--- config.mk ---
export PLATFORM = sky130hd
export DESIGN_NAME = load_store_ordering_unit
export DESIGN_NICKNAME = d
export VERILOG_FILES = /design/src/design/lsou_pkg.sv /design/src/design/sb_match.sv /design/src/design/load_store_ordering_unit.sv
export VERILOG_INCLUDE_DIRS = /design/src /design/src/design
export SDC_FILE = /design/constraint.sdc
export NUM_CORES = 1
export LEC_CHECK = 0
export BUFFER_PORTS_ARGS = -buffer_cell sky130_fd_sc_hd__buf_4
export CAP_MARGIN = 20
export CORE_MARGIN = 2
export CORE_UTILIZATION = 50
export CTS_CLUSTER_SIZE = 25
export DETAILED_ROUTE_END_ITERATION = 6
export PLACE_DENSITY_LB_ADDON = 0.12
export SYNTH_ARGS = -nofsm -noshare
export SYNTH_HDL_FRONTEND = slang
export SYNTH_SLANG_ARGS = --single-unit
--- constraint.sdc ---
create_clock -name clock_in -period 3.4 [get_ports clock_in]
set_clock_uncertainty 0.1 [all_clocks]
set_input_delay 0.68 -clock clock_in [delete_from_list [all_inputs] [get_ports clock_in]]
set_output_delay 0.68 -clock clock_in [all_outputs]
set_load 0.005 [all_outputs]
--- src/design/lsou_defines.svh ---
// Constants of the load/store ordering unit.
`ifndef LSOU_DEFINES_SVH
`define LSOU_DEFINES_SVH
`define SB_DEPTH 4
`define SB_IDX_W 2
`define SB_CNT_W 3
`define ADDR_W 32
`define DATA_W 32
`define MT_W 2
`define MT_WRITE_BACK 2'h0
`define MT_OTHER 2'h1
`endif

--- src/design/lsou_pkg.sv ---
// Types shared by the load/store ordering unit.
`include "lsou_defines.svh"
package lsou_pkg;
    typedef logic [`ADDR_W-1:0] addr_t;
    typedef logic [`DATA_W-1:0] data_t;
    typedef struct packed {
        logic valid;
        addr_t addr;
        data_t data;
        logic [`MT_W-1:0] mem_type;
        logic string_op;
    } mem_req_t;
    typedef struct packed {
        logic valid;
        addr_t addr;
        data_t data;
    } mem_wr_t;
    typedef enum logic [1:0] {
        ST_RUN = 2'h0,
        ST_BARRIER = 2'h1,
        ST_LOCKED = 2'h2
    } order_state_t;
endpackage

--- src/design/sb_match.sv ---
// One store buffer entry address comparator.
`timescale 1ns/100ps
`default_nettype none
module sb_match
    import lsou_pkg::*;
(
    input wire logic valid_in,
    input wire addr_t entry_addr_in,
    input wire addr_t probe_addr_in,
    output logic hit_out
);
    // Natural alignment means word addresses either match or do not overlap.
    assign hit_out = valid_in && (entry_addr_in[`ADDR_W-1:2] == probe_addr_in[`ADDR_W-1:2]);
endmodule
`default_nettype wire

--- src/design/load_store_ordering_unit.sv ---
// Store buffer and load/store ordering control of one core.
`timescale 1ns/100ps
`default_nettype none
module load_store_ordering_unit
    import lsou_pkg::*;
(
    input wire logic clock_in,
    input wire logic rstn_in,
    // Load issue from the pipeline, oldest pending load only.
    input wire mem_req_t load_req_in,
    output logic load_ready_out,
    output logic load_done_out,
    output logic load_fwd_out,
    output data_t load_data_out,
    // Retired store from the pipeline.
    input wire mem_req_t store_req_in,
    input wire logic store_retired_in,
    input wire logic older_loads_done_in,
    output logic store_ready_out,
    // Ordering instructions.
    input wire logic barrier_in,
    input wire logic locked_xchg_in,
    output logic order_busy_out,
    // Coherent memory system.
    output mem_wr_t mem_wr_out,
    input wire logic mem_wr_ack_in,
    output logic mem_rd_valid_out,
    output addr_t mem_rd_addr_out,
    input wire logic mem_rd_valid_in,
    input wire data_t mem_rd_data_in,
    output logic sb_empty_out
);
    // =========================================================
    // Store buffer storage
    // =========================================================
    addr_t sb_addr_q [`SB_DEPTH];
    data_t sb_data_q [`SB_DEPTH];
    logic [`SB_DEPTH-1:0] sb_valid_q;
    logic [`SB_IDX_W-1:0] head_q;
    logic [`SB_IDX_W-1:0] tail_q;
    logic [`SB_CNT_W-1:0] count_q;
    wire logic [`SB_DEPTH-1:0] hit;
    order_state_t state_q;
    logic rd_busy_q;
    addr_t rd_addr_q;
    logic wr_busy_q;
    logic push;
    logic pop;
    logic full;
    logic any_hit;
    logic [`SB_IDX_W-1:0] young_idx;
    logic load_go;
    logic load_ok_type;
    logic fwd_hit;
    logic rd_return;
    logic wr_start;
    logic xchg_seen_q;

    assign full = (count_q == `SB_CNT_W'(`SB_DEPTH));
    assign sb_empty_out = (count_q == `SB_CNT_W'h0);

    // A store enters only once retired and after every older load is done,
    // so nothing speculative or ahead of a load ever reaches memory.
    assign store_ready_out = !full && store_retired_in && older_loads_done_in;
    assign push = store_req_in.valid && store_ready_out;
    assign pop = wr_busy_q && mem_wr_ack_in;

    // =========================================================
    // Address match against every entry
    // =========================================================
    genvar g;
    generate
        for (g = 0; g < `SB_DEPTH; g++) begin : g_match
            sb_match u_match (
                .valid_in(sb_valid_q[g]),
                .entry_addr_in(sb_addr_q[g]),
                .probe_addr_in(load_req_in.addr),
                .hit_out(hit[g])
            );
        end
    endgenerate

    assign any_hit = |hit;

    // Youngest matching entry, searched from oldest toward tail.
    always_comb begin
        logic [`SB_IDX_W-1:0] idx;
        idx = head_q;
        young_idx = head_q;
        for (int i = 0; i < `SB_DEPTH; i++) begin
            idx = head_q + `SB_IDX_W'(i);
            if (hit[idx]) begin
                young_idx = idx;
            end
        end
    end

    // =========================================================
    // Ordering state
    // =========================================================
    always_ff @(posedge clock_in or negedge rstn_in) begin
        if (!rstn_in) begin
            state_q <= ST_RUN;
        end else begin
            case (state_q)
                ST_RUN: begin
                    if (locked_xchg_in) begin
                        state_q <= ST_LOCKED;
                    end else if (barrier_in) begin
                        state_q <= ST_BARRIER;
                    end
                end
                ST_BARRIER: begin
                    if (sb_empty_out && !wr_busy_q) begin
                        state_q <= ST_RUN;
                    end
                end
                ST_LOCKED: begin
                    // Hold until the exchange's own store has entered and drained.
                    if (xchg_seen_q && sb_empty_out && !wr_busy_q && !push) begin
                        state_q <= ST_RUN;
                    end
                end
                default: state_q <= ST_RUN;
            endcase
        end
    end

    assign order_busy_out = (state_q != ST_RUN);

    // The exchange's store may arrive in the pulse cycle or later; without this
    // flag an empty buffer would release younger loads before that store exists.
    always_ff @(posedge clock_in or negedge rstn_in) begin
        if (!rstn_in) begin
            xchg_seen_q <= 1'b0;
        end else if (state_q == ST_RUN) begin
            xchg_seen_q <= locked_xchg_in && push;
        end else if (push) begin
            xchg_seen_q <= 1'b1;
        end
    end

    // Non write-back loads are kept strictly behind buffered stores.
    assign load_ok_type = (load_req_in.mem_type == `MT_WRITE_BACK) || sb_empty_out;
    // One load in flight keeps load-load order; string loads take the same path,
    // which is stronger than their exemption needs.
    assign load_ready_out = (state_q == ST_RUN) && !barrier_in && !locked_xchg_in
                            && !rd_busy_q && load_ok_type;
    assign load_go = load_req_in.valid && load_ready_out;
    // A forwarded load completes at once; a read completes on the memory's answer.
    assign fwd_hit = load_go && any_hit;
    assign rd_return = rd_busy_q && mem_rd_valid_in;

    // =========================================================
    // Store buffer fill and drain
    // =========================================================
    // Payload is written only on a push and cleared only by reset; the valid bits
    // alone decide what a load probe may match.
    always_ff @(posedge clock_in or negedge rstn_in) begin
        if (!rstn_in) begin
            for (int i = 0; i < `SB_DEPTH; i++) begin
                sb_addr_q[i] <= '0;
                sb_data_q[i] <= '0;
            end
        end else if (push) begin
            sb_addr_q[tail_q] <= store_req_in.addr;
            sb_data_q[tail_q] <= store_req_in.data;
        end
    end

    // An entry stays valid until its store is acknowledged, so loads can still
    // forward from it while it is on its way to memory.
    always_ff @(posedge clock_in or negedge rstn_in) begin
        if (!rstn_in) begin
            sb_valid_q <= '0;
        end else begin
            if (push) begin
                sb_valid_q[tail_q] <= 1'b1;
            end
            if (pop) begin
                sb_valid_q[head_q] <= 1'b0;
            end
        end
    end

    // Entries enter at the tail and leave only at the head, so memory sees
    // them in the order in which the pipeline retired them.
    always_ff @(posedge clock_in or negedge rstn_in) begin
        if (!rstn_in) begin
            tail_q <= '0;
            head_q <= '0;
        end else begin
            if (push) begin
                tail_q <= tail_q + `SB_IDX_W'h1;
            end
            if (pop) begin
                head_q <= head_q + `SB_IDX_W'h1;
            end
        end
    end

    // The count carries one bit more than the pointers, because equal pointers
    // alone cannot tell a full buffer from an empty one.
    always_ff @(posedge clock_in or negedge rstn_in) begin
        if (!rstn_in) begin
            count_q <= '0;
        end else if (push && !pop) begin
            count_q <= count_q + `SB_CNT_W'h1;
        end else if (pop && !push) begin
            count_q <= count_q - `SB_CNT_W'h1;
        end
    end

    // Only the oldest entry is ever offered, one at a time, and it leaves the
    // buffer only on the memory's acknowledge of global visibility; the
    // coherent memory then serialises it against other cores' stores.
    assign wr_start = !wr_busy_q && sb_valid_q[head_q];

    always_ff @(posedge clock_in or negedge rstn_in) begin
        if (!rstn_in) begin
            wr_busy_q <= 1'b0;
        end else if (pop) begin
            wr_busy_q <= 1'b0;
        end else if (wr_start) begin
            wr_busy_q <= 1'b1;
        end
    end

    // The offered store is frozen until acknowledged and then dropped for at
    // least one cycle, so the memory never takes the same entry twice.
    always_ff @(posedge clock_in or negedge rstn_in) begin
        if (!rstn_in) begin
            mem_wr_out <= '0;
        end else if (pop) begin
            mem_wr_out <= '0;
        end else if (wr_start) begin
            mem_wr_out.valid <= 1'b1;
            mem_wr_out.addr <= sb_addr_q[head_q];
            mem_wr_out.data <= sb_data_q[head_q];
        end
    end

    // =========================================================
    // Load service
    // =========================================================
    // At most one read is outstanding; this is what keeps load-load order.
    always_ff @(posedge clock_in or negedge rstn_in) begin
        if (!rstn_in) begin
            rd_busy_q <= 1'b0;
            rd_addr_q <= '0;
        end else if (load_go && !any_hit) begin
            rd_busy_q <= 1'b1;
            rd_addr_q <= load_req_in.addr;
        end else if (rd_return) begin
            rd_busy_q <= 1'b0;
        end
    end

    always_ff @(posedge clock_in or negedge rstn_in) begin
        if (!rstn_in) begin
            load_done_out <= 1'b0;
            load_fwd_out <= 1'b0;
        end else begin
            load_done_out <= fwd_hit || rd_return;
            load_fwd_out <= fwd_hit;
        end
    end

    // The result stands until the next completion, for a consumer that is slow.
    always_ff @(posedge clock_in or negedge rstn_in) begin
        if (!rstn_in) begin
            load_data_out <= '0;
        end else if (fwd_hit) begin
            // Forward the youngest older store to the same word.
            load_data_out <= sb_data_q[young_idx];
        end else if (rd_return) begin
            load_data_out <= mem_rd_data_in;
        end
    end

    assign mem_rd_valid_out = rd_busy_q;
    assign mem_rd_addr_out = rd_addr_q;
endmodule
`default_nettype wire

==> qor.tcl, run 1 <==
set qor(layout-drive-gt1-share_pct) 47.2
set qor(synth_ff_type) {dfrtp_1}
set qor(core_region_area_um2) 39500
set qor(nNetsFinal) 2041
set qor(grt_max_degree) 87
set qor(critical_path_depth) 10
set qor(drtIter0Drc) 796
set qor(timing.critical_path.slowest_cell_delay_ns) 0.40
set qor(post_layout_minimum_cycle_time_ns) 3.16
set qor(netlist.top_cell.by_area) {dfrtp_1}
set qor(synth_seq_cells) 402
set qor(die_area_um2) 41600
set qor(timing.critical_path.slowest_stage_cell) {dfrtp_1}
set qor(register_area_um2) 10100
set qor(run_status) {finished clean}
set qor(cp.required_ns) 3.78
set qor(fmaxAchievable_mhz) 316
set qor(synth_edf_count) 0
set qor(cts_buffer_depth) 3
set qor(list_of_cells_traversed_by_the_critical_path) {xnor2_1, nand4_1, nor4_2, nand2_1, mux2_4, a221o_1, o21ai_4, buf_12, mux2i_1, a221oi_2}
set qor(ir_drop_v) 0.000807
set qor(antenna_found_initial) 0
set qor(max_slew.worst_pin.slew_ns) 1.11
set qor(drv.max_cap_violation_count) 0
set qor(worst_path_buf_inv) 1
set qor(finalCoreUtilization_pct) 62.9
set qor(worst_setup_hold_path_clk_slew_ns) 0.06
set qor(grt_pass1_wl_um) 85900
set qor(finalCritPeriodShare_pct) 93.0
set qor(post-cts-setup-buffers) 0
set qor(ff2ff_setup_slack_ns) 0.24
set qor(drc) 0
set qor(cp_data_arrival_time_ns) 3.54
set qor(yosysWarningCount) 0
set qor(gp_congestion) 0.947
set qor(hpwlAfterDp_um) 38200
set qor(detail_route.wirelength_um) 55800
set qor(yosysMostFrequentCell) {dfrtp_1}
set qor(hold_viol) 0
set qor(final_antenna_net_count) 0
set qor(start_kind) {register}
set qor(relSlewSlack_pct) 25.8
set qor(rsz0062_at_grt) {false}
set qor(grt_remaining_overflow) 0
set qor(timing.setup.critical_path_class) {register to register}
set qor(syn-mean-instance-area_um2) 13.1
set qor(worst_path_dominant_cell_family) {compound AO/OA/AOI/OAI gates}
set qor(timing.final.max_slew_violations) 0
set qor(crit-reg2reg-launch) {sb_addr_q[7]}
set qor(firstDrtPassIters) 5
set qor(total_number_of_vias) 13900
set qor(crit_path_max_fanout) 32
set qor(clk_root_buffer_cell) {clkbuf_16}
set qor(initial_core_util_pct) 50.5
set qor(pin_count) 312
set qor(synth_fp_nets) 1711
set qor(ranking_of_synthesized_cells_by_area) {dfrtp_1 50%, mux2_2 16%, mux4_2 7.3%}
set qor(fillers) 3147
set qor(buffer_ports.inserted) 275
set qor(timing.rr.end) {load_data_out[7]}
set qor(wl_cell_um) 23.1
set qor(cell_area_after_technology_mapping_um2) 20000
set qor(vias_per_cell) 5.77
set qor(class_of_the_most_critical_hold_timing_path) {input pin to asynchronous set/reset pin}
set qor(synth_sequential_area_ratio_pct) 50.4
set qor(holdBufCountCts) 0
set qor(tritoncts_clock_tree) {built}
set qor(clkSinkCount) 402
set qor(gr-usage-all-layers_pct) 27.3
set qor(leak_pwr_nw) 11.2
set qor(dieWidth_um) 204
set qor(cts_resized) 0
set qor(cells_after_synthesis) 1525
set qor(number_of_global_route_vias_before_repair) 14400
set qor(number_of_levels_the_h_tree_was_split_into) 2
set qor(synth_top_cell_area_share_pct) 50.4
set qor(total_power_draw_w) 0.0234
set qor(synth_commonest_cells) {402 x dfrtp_1, 291 x mux2_2, 142 x nand2_1, 99 x o21ai_0, 97 x xnor2_1}
set qor(setup_viol) 0
set qor(async_flop_share_pct) 100
set qor(floorplan.rows) 73
set qor(numCtsBuffers) 44
set qor(dieHeight_um) 204
set qor(worstSkewPairLatency_ns) 0.58
set qor(power_density_nw_per_um2) 940
set qor(layout-area-overhead-vs-synth_pct) 24.6
set qor(reg2reg_depth) 10
set qor(unique_cell_type_count_in_the_yosys_netlist) 55
set qor(worstSetupEndpointType) {register}
set qor(multi_input_area_um2) 9340
cells in the final DEF (no fill, tap or decap), types with 8 or more instances in the layout:
master,count
a21oi_1,9
a221oi_2,30
buf_12,23
buf_4,382
clkbuf_1,10
clkbuf_16,45
clkbuf_8,9
dfrtp_1,400
ha_1,9
mux2_2,291
mux2i_1,65
mux4_2,65
nand2_1,137
nand3_1,8
nand4_1,49
nor4_1,14
o21ai_0,99
or3_1,33
xnor2_1,97
xnor2_2,10
xor2_1,17
worst reg2reg max path, delay by kind of cell (launching register included):
family	cells	cell delay, ns
XOR/XNOR	1	0.37
AO/OA/AOI/OAI	3	0.77
flip-flops	1	0.40
buffers and inverters	1	0.28
multiplexers	2	0.46
AND/OR/NAND/NOR	3	0.69
cell type report:
| cell class | count | share of cell area, % |
|---|---|---|
| Inverter | 7 | 0.106 |
| Clock buffer | 64 | 5.17 |
| Antenna cell | 1 | 0.0101 |
| Clock inverter | 15 | 0.669 |
| Multi-Input combinational cell | 994 | 37.5 |
| Timing Repair Buffer | 406 | 13.4 |
| Sequential cell | 402 | 40.5 |
| Tap cell | 525 | 2.64 |
registers in the layout (all words and copies together), names as in the netlist:
register          count
state_q               2
tail_q                2
load_done_out         1
count_q               3
mem_rd_addr_out      32
load_data_out        32
sb_data_q           128
head_q                2
sb_valid_q            4
sb_addr_q           128
load_fwd_out          1
mem_rd_valid_out      1
xchg_seen_q           1
wr_busy_q             1
mem_wr_out           64
report_power, final:
group          total, W  internal, W  switching (W)  leakage, nW
clock network   0.00485      0.00286        0.00199        0.715
registers       0.00873      0.00702        0.00171         5.02
logic           0.00980      0.00535        0.00445         5.47
stage by stage:
step | hold slack (ns) | TNS, ns | cell area, um^2 | setup WS, ns | std cells
6_report | 0.0138 | 0 | 24900 | 0.239 | 2414
5_1_grt | 0.0454 | 0 | 24900 | 0.0424 | 2413
4_1_cts | 0.0213 | 0 | 24900 | 0.295 | 2413
3_5_place_dp | 0.385 | -1.58 | 23400 | -0.109 | 2334
3_3_place_gp | 0.365 | -1.57 | 23400 | -0.0856 | 2334
2_1_floorplan | 0.284 | 0 | 20000 | 0.395 | 1525
kinds of logic (layout without fill, tap and decap cells):
logic type / count (synthesis) / in the layout / share of synthesized area [%]
AOI/OAI and AO/OA: 157 / 157 / 5.68
DFF: 402 / 402 / 50.4
adders and majority gates: 10 / 10 / 0.664
and+or+nand+nor: 280 / 280 / 7.10
other: 0 / 1 / 0
buffers and inverters: 129 / 492 / 3.24
xor gates and xnor gates: 125 / 125 / 5.89
muxes: 422 / 422 / 27.1
worst max-delay path by stage:
| stage | start | end | slack (ns) |
|---|---|---|---|
| after floorplan | load_req_in[44] | load_data_out[10] | 0.40 |
| after global placement | load_req_in[42] | load_data_out[7] | -0.09 |
| after detailed placement | load_req_in[42] | load_data_out[7] | -0.11 |
| after CTS | sb_addr_q[7] | load_data_out[7] | 0.30 |
| after global routing | sb_addr_q[7] | load_data_out[31] | 0.04 |
| final | sb_addr_q[7] | load_data_out[7] | 0.24 |
routing by layer:
layer  vias to the layer above  part of all wire, %  wire length, um  GRT usage (%)
met5                         -                    0                0              0
met4                         0                  2.5             1410           7.46
met3                        83                  7.0             3900           6.04
met2                       423                   46            25600           42.6
met1                      7184                   45            24900           38.6
li1                       6232                    -                -              -
Power figures use the tool's default switching activity.
==> run 2: changes to the inputs <==
--- a/config.mk
+++ b/config.mk
@@ -8,10 +8,13 @@
 export LEC_CHECK = 0
 export BUFFER_PORTS_ARGS = -buffer_cell sky130_fd_sc_hd__buf_4
 export CAP_MARGIN = 20
+export CELL_PAD_IN_SITES_DETAIL_PLACEMENT = 0
+export CELL_PAD_IN_SITES_GLOBAL_PLACEMENT = 2
 export CORE_MARGIN = 2
-export CORE_UTILIZATION = 50
+export CORE_UTILIZATION = 39
 export CTS_CLUSTER_SIZE = 25
 export DETAILED_ROUTE_END_ITERATION = 6
+export HOLD_SLACK_MARGIN = 0.03
 export PLACE_DENSITY_LB_ADDON = 0.12
 export SYNTH_ARGS = -nofsm -noshare
 export SYNTH_HDL_FRONTEND = slang
==> qor.tcl, run 2 (same netlist as run 1, synthesis figures left out) <==
set qor(grt_remaining_overflow) 0 ;# unchanged
set qor(worstSetupEndpointType) {register}
set qor(clk_root_buffer_cell) {clkbuf_16}
set qor(grt_use_met2_pct) 36.9 ;# -5.7 points
set qor(final_antenna_net_count) 0 ;# unchanged
set qor(layout-area-overhead-vs-synth_pct) 27.3
set qor(buffer_ports.inserted) 275 ;# unchanged
set qor(leak_pwr_nw) 11.4 ;# +1.8%
set qor(floorplan.rows) 82 ;# +12%
set qor(clkSinkCount) 402 ;# unchanged
set qor(grt_util_met3_pct) 4.34 ;# -1.7 points
set qor(power_density_nw_per_um2) 938 ;# -0.23%
set qor(p_int_w) 0.0155 ;# +1.9%
set qor(fmaxAchievable_mhz) 310 ;# -2.0%
set qor(drv.max_cap_violation_count) 0 ;# unchanged
set qor(worstSetupStartpoint) {sb_addr_q[117]}
set qor(drc) 0 ;# unchanged
set qor(seq_power_share_pct) 36.9 ;# -0.4 points
set qor(class_of_the_most_critical_hold_timing_path) {input pin to register}
set qor(wl_cell_um) 23.4 ;# +1.2%
set qor(most-common-layout-cells) {404 x buf_4, 400 x dfrtp_1, 291 x mux2_2, 137 x nand2_1, 99 x o21ai_0}
set qor(core_region_area_um2) 50400 ;# +27%
set qor(clkPwrFrac_pct) 21.0 ;# +0.3 points
set qor(initial_core_util_pct) 39.7 ;# -11 points
set qor(grt.busiest_layer) {met2}
set qor(total_number_of_vias) 13900 ;# -0.46%
set qor(gp_congestion) 0.870 ;# -8.1%
set qor(cts_buffer_depth) 3 ;# unchanged
set qor(post_layout_minimum_cycle_time_ns) 3.22 ;# +0.0636 ns
set qor(crit_path_end) {load_data_out[30]}
set qor(crit-reg2reg-launch) {sb_addr_q[117]}
set qor(placedCellCount) 2507 ;# +7.4%
set qor(vias_per_cell) 5.34 ;# -7.3%
set qor(tritoncts_clock_tree) {built}
set qor(dieHeight_um) 230 ;# +13%
set qor(crit_path_max_fanout) 22 ;# -31%
set qor(whs_ns) 0.202 ;# +0.188 ns
set qor(relSlewSlack_pct) 27.0 ;# +1.3 points
set qor(hpwlAfterDp_um) 42100 ;# +10%
set qor(timing.final.max_slew_violations) 0 ;# unchanged
set qor(finalCritPeriodShare_pct) 94.8 ;# +1.9 points
set qor(pin_count) 312 ;# unchanged
set qor(layout_commonest_cell) {buf_4}
set qor(hold_viol) 0 ;# unchanged
set qor(cp_data_arrival_time_ns) 3.60 ;# +0.06 ns
set qor(ff2ff_setup_slack_ns) 0.18 ;# -0.06 ns
set qor(setup_viol) 0 ;# unchanged
set qor(number_of_levels_the_h_tree_was_split_into) 2 ;# unchanged
set qor(power.share.combinational_pct) 42.1 ;# +0.2 points
set qor(setup_total_negative_slack_ns) 0 ;# unchanged
set qor(max_slew.worst_pin.slew_ns) 1.09 ;# -0.0164 ns
set qor(global_route_met1_usage_pct) 33.2 ;# -5.4 points
set qor(fillers) 4466 ;# +42%
set qor(die_area_um2) 53000 ;# +28%
set qor(run_status) {finished clean}
set qor(sw_frac_of_total_pct) 34.9 ;# about the same
set qor(cp.required_ns) 3.78 ;# about the same
set qor(net-switching-power_w) 0.00832 ;# +2.0%
set qor(timing.rr.end) {load_data_out[30]}
set qor(number_of_global_route_vias_before_repair) 14800 ;# +3.2%
set qor(worstSkewPairLatency_ns) 0.58 ;# about the same
set qor(layout-drive-gt1-share_pct) 48.1 ;# +0.83 points
set qor(biggestRegsByFlops) {sb_addr_q x128, sb_data_q x128, mem_wr_out x64}
set qor(detail_route.wirelength_um) 60700 ;# +8.7%
set qor(gr-usage-all-layers_pct) 23.3 ;# -4.0 points
set qor(dieWidth_um) 230 ;# +13%
set qor(rsz0062_at_grt) {false}
set qor(reg2reg_depth) 12 ;# +2
set qor(finish.cell_count_without_fillers) 2593 ;# +7.4%
set qor(grt_max_degree) 74 ;# -15%
set qor(start_kind) {register}
set qor(drtIter0Drc) 777 ;# -2.4%
set qor(finalCoreUtilization_pct) 50.5 ;# -12 points
set qor(firstDrtPassIters) 4 ;# -1
set qor(ir_drop_v) 0.000779 ;# -3.4%
set qor(timing.setup.critical_path_class) {register to register}
set qor(post-cts-setup-buffers) 0 ;# unchanged
set qor(worst_setup_hold_path_clk_slew_ns) 0.06 ;# about the same
set qor(antenna_found_initial) 4 ;# +4
set qor(nNetsFinal) 2071 ;# +1.5%
set qor(grt_pass1_wl_um) 93800 ;# +9.1%
set qor(numCtsBuffers) 47 ;# +6.8%
-- run 2: changes by cell type in the layout (fill, tap and decap cells not counted), sizes merged --
cell,delta
inv,-3
clkinv,+1
clkinvlp,-2
dlygate4sd3,+1
clkbuf,+11
buf,+26
bufinv,-2
-- run 2: area by class of cell --
class	count	area [um^2]	share of cell area [%]
diodes	1	2.50	0.00984
clock buffers	75	1460	5.76
clock inverters	9	73.8	0.290
inverters	7	26.3	0.103
multi-input cells	994	9350	36.8
flip-flops and latches	402	10100	39.6
well taps	672	841	3.31
repair buffers	433	3600	14.2
-- run 2: repair_timing --
| item | CTS | global route |
|---|---|---|
| hold buffers | 1 | 0 |
| gates resized for setup | 0 | 2 |
| hold endpoints to repair | 56 | 0 |
| endpoints found under the setup margin | 0 | 32 |
-- run 2: worst max-delay path, cell delays in order, from the launching register on --
cell and delay, ns:
dfrtp_1 0.40, xnor2_1 0.29, buf_4 0.17, nand4_1 0.09
nor4_1 0.29, buf_4 0.18, nand4_1 0.16, mux2_2 0.32
a22oi_1 0.25, o21ai_4 0.18, buf_12 0.22, mux2i_1 0.16
a221oi_2 0.29
-- run 2: how the worst min path moves through the flow --
| stage | startpoint | end | slack (ns) | cells past startpoint |
|---|---|---|---|---|
| detailed placement | state_q[1] | state_q[0] | 0.38 | 1 |
| CTS | mem_rd_valid_in | mem_rd_valid_out | 0.16 | 2 |
| floorplan | rstn_in | count_q[0] | 0.28 | 0 |
| global route | mem_rd_valid_in | mem_rd_valid_out | 0.18 | 2 |
| finish | mem_rd_valid_in | mem_rd_valid_out | 0.20 | 2 |
| global placement | state_q[1] | state_q[0] | 0.37 | 1 |
-- run 2: metal layers --
| metal | vias to the layer above | routed length (um) |
|---|---|---|
| li1 | 6297 | - |
| met1 | 7191 | 28300 |
| met2 | 292 | 28100 |
| met3 | 72 | 3130 |
| met4 | 6 | 1060 |
| met5 | - | 42 |
-- run 2: stage by stage --
| stage | cell area, um^2 | total power, W | setup slack (ns) |
|---|---|---|---|
| after floorplan | 20000 | 0.0147 | 0.395 |
| after CTS | 25400 | 0.0241 | 0.134 |
| after global placement | 23900 | 0.0187 | -0.256 |
| after global routing | 25400 | 0.0253 | 0.0125 |
| after detailed placement | 23900 | 0.0189 | -0.303 |
| final | 25400 | 0.0238 | 0.176 |
-- run 2: power by group through the flow --
stage / sequential, W / clock, W / combinational [W]
final: 0.00880 / 0.00500 / 0.0100
after global routing: 0.00913 / 0.00535 / 0.0108
after detailed placement: 0.00886 / 0 / 0.0101
after CTS: 0.00880 / 0.00516 / 0.0101
after floorplan: 0.00832 / 0 / 0.00633
after global placement: 0.00876 / 0 / 0.00997
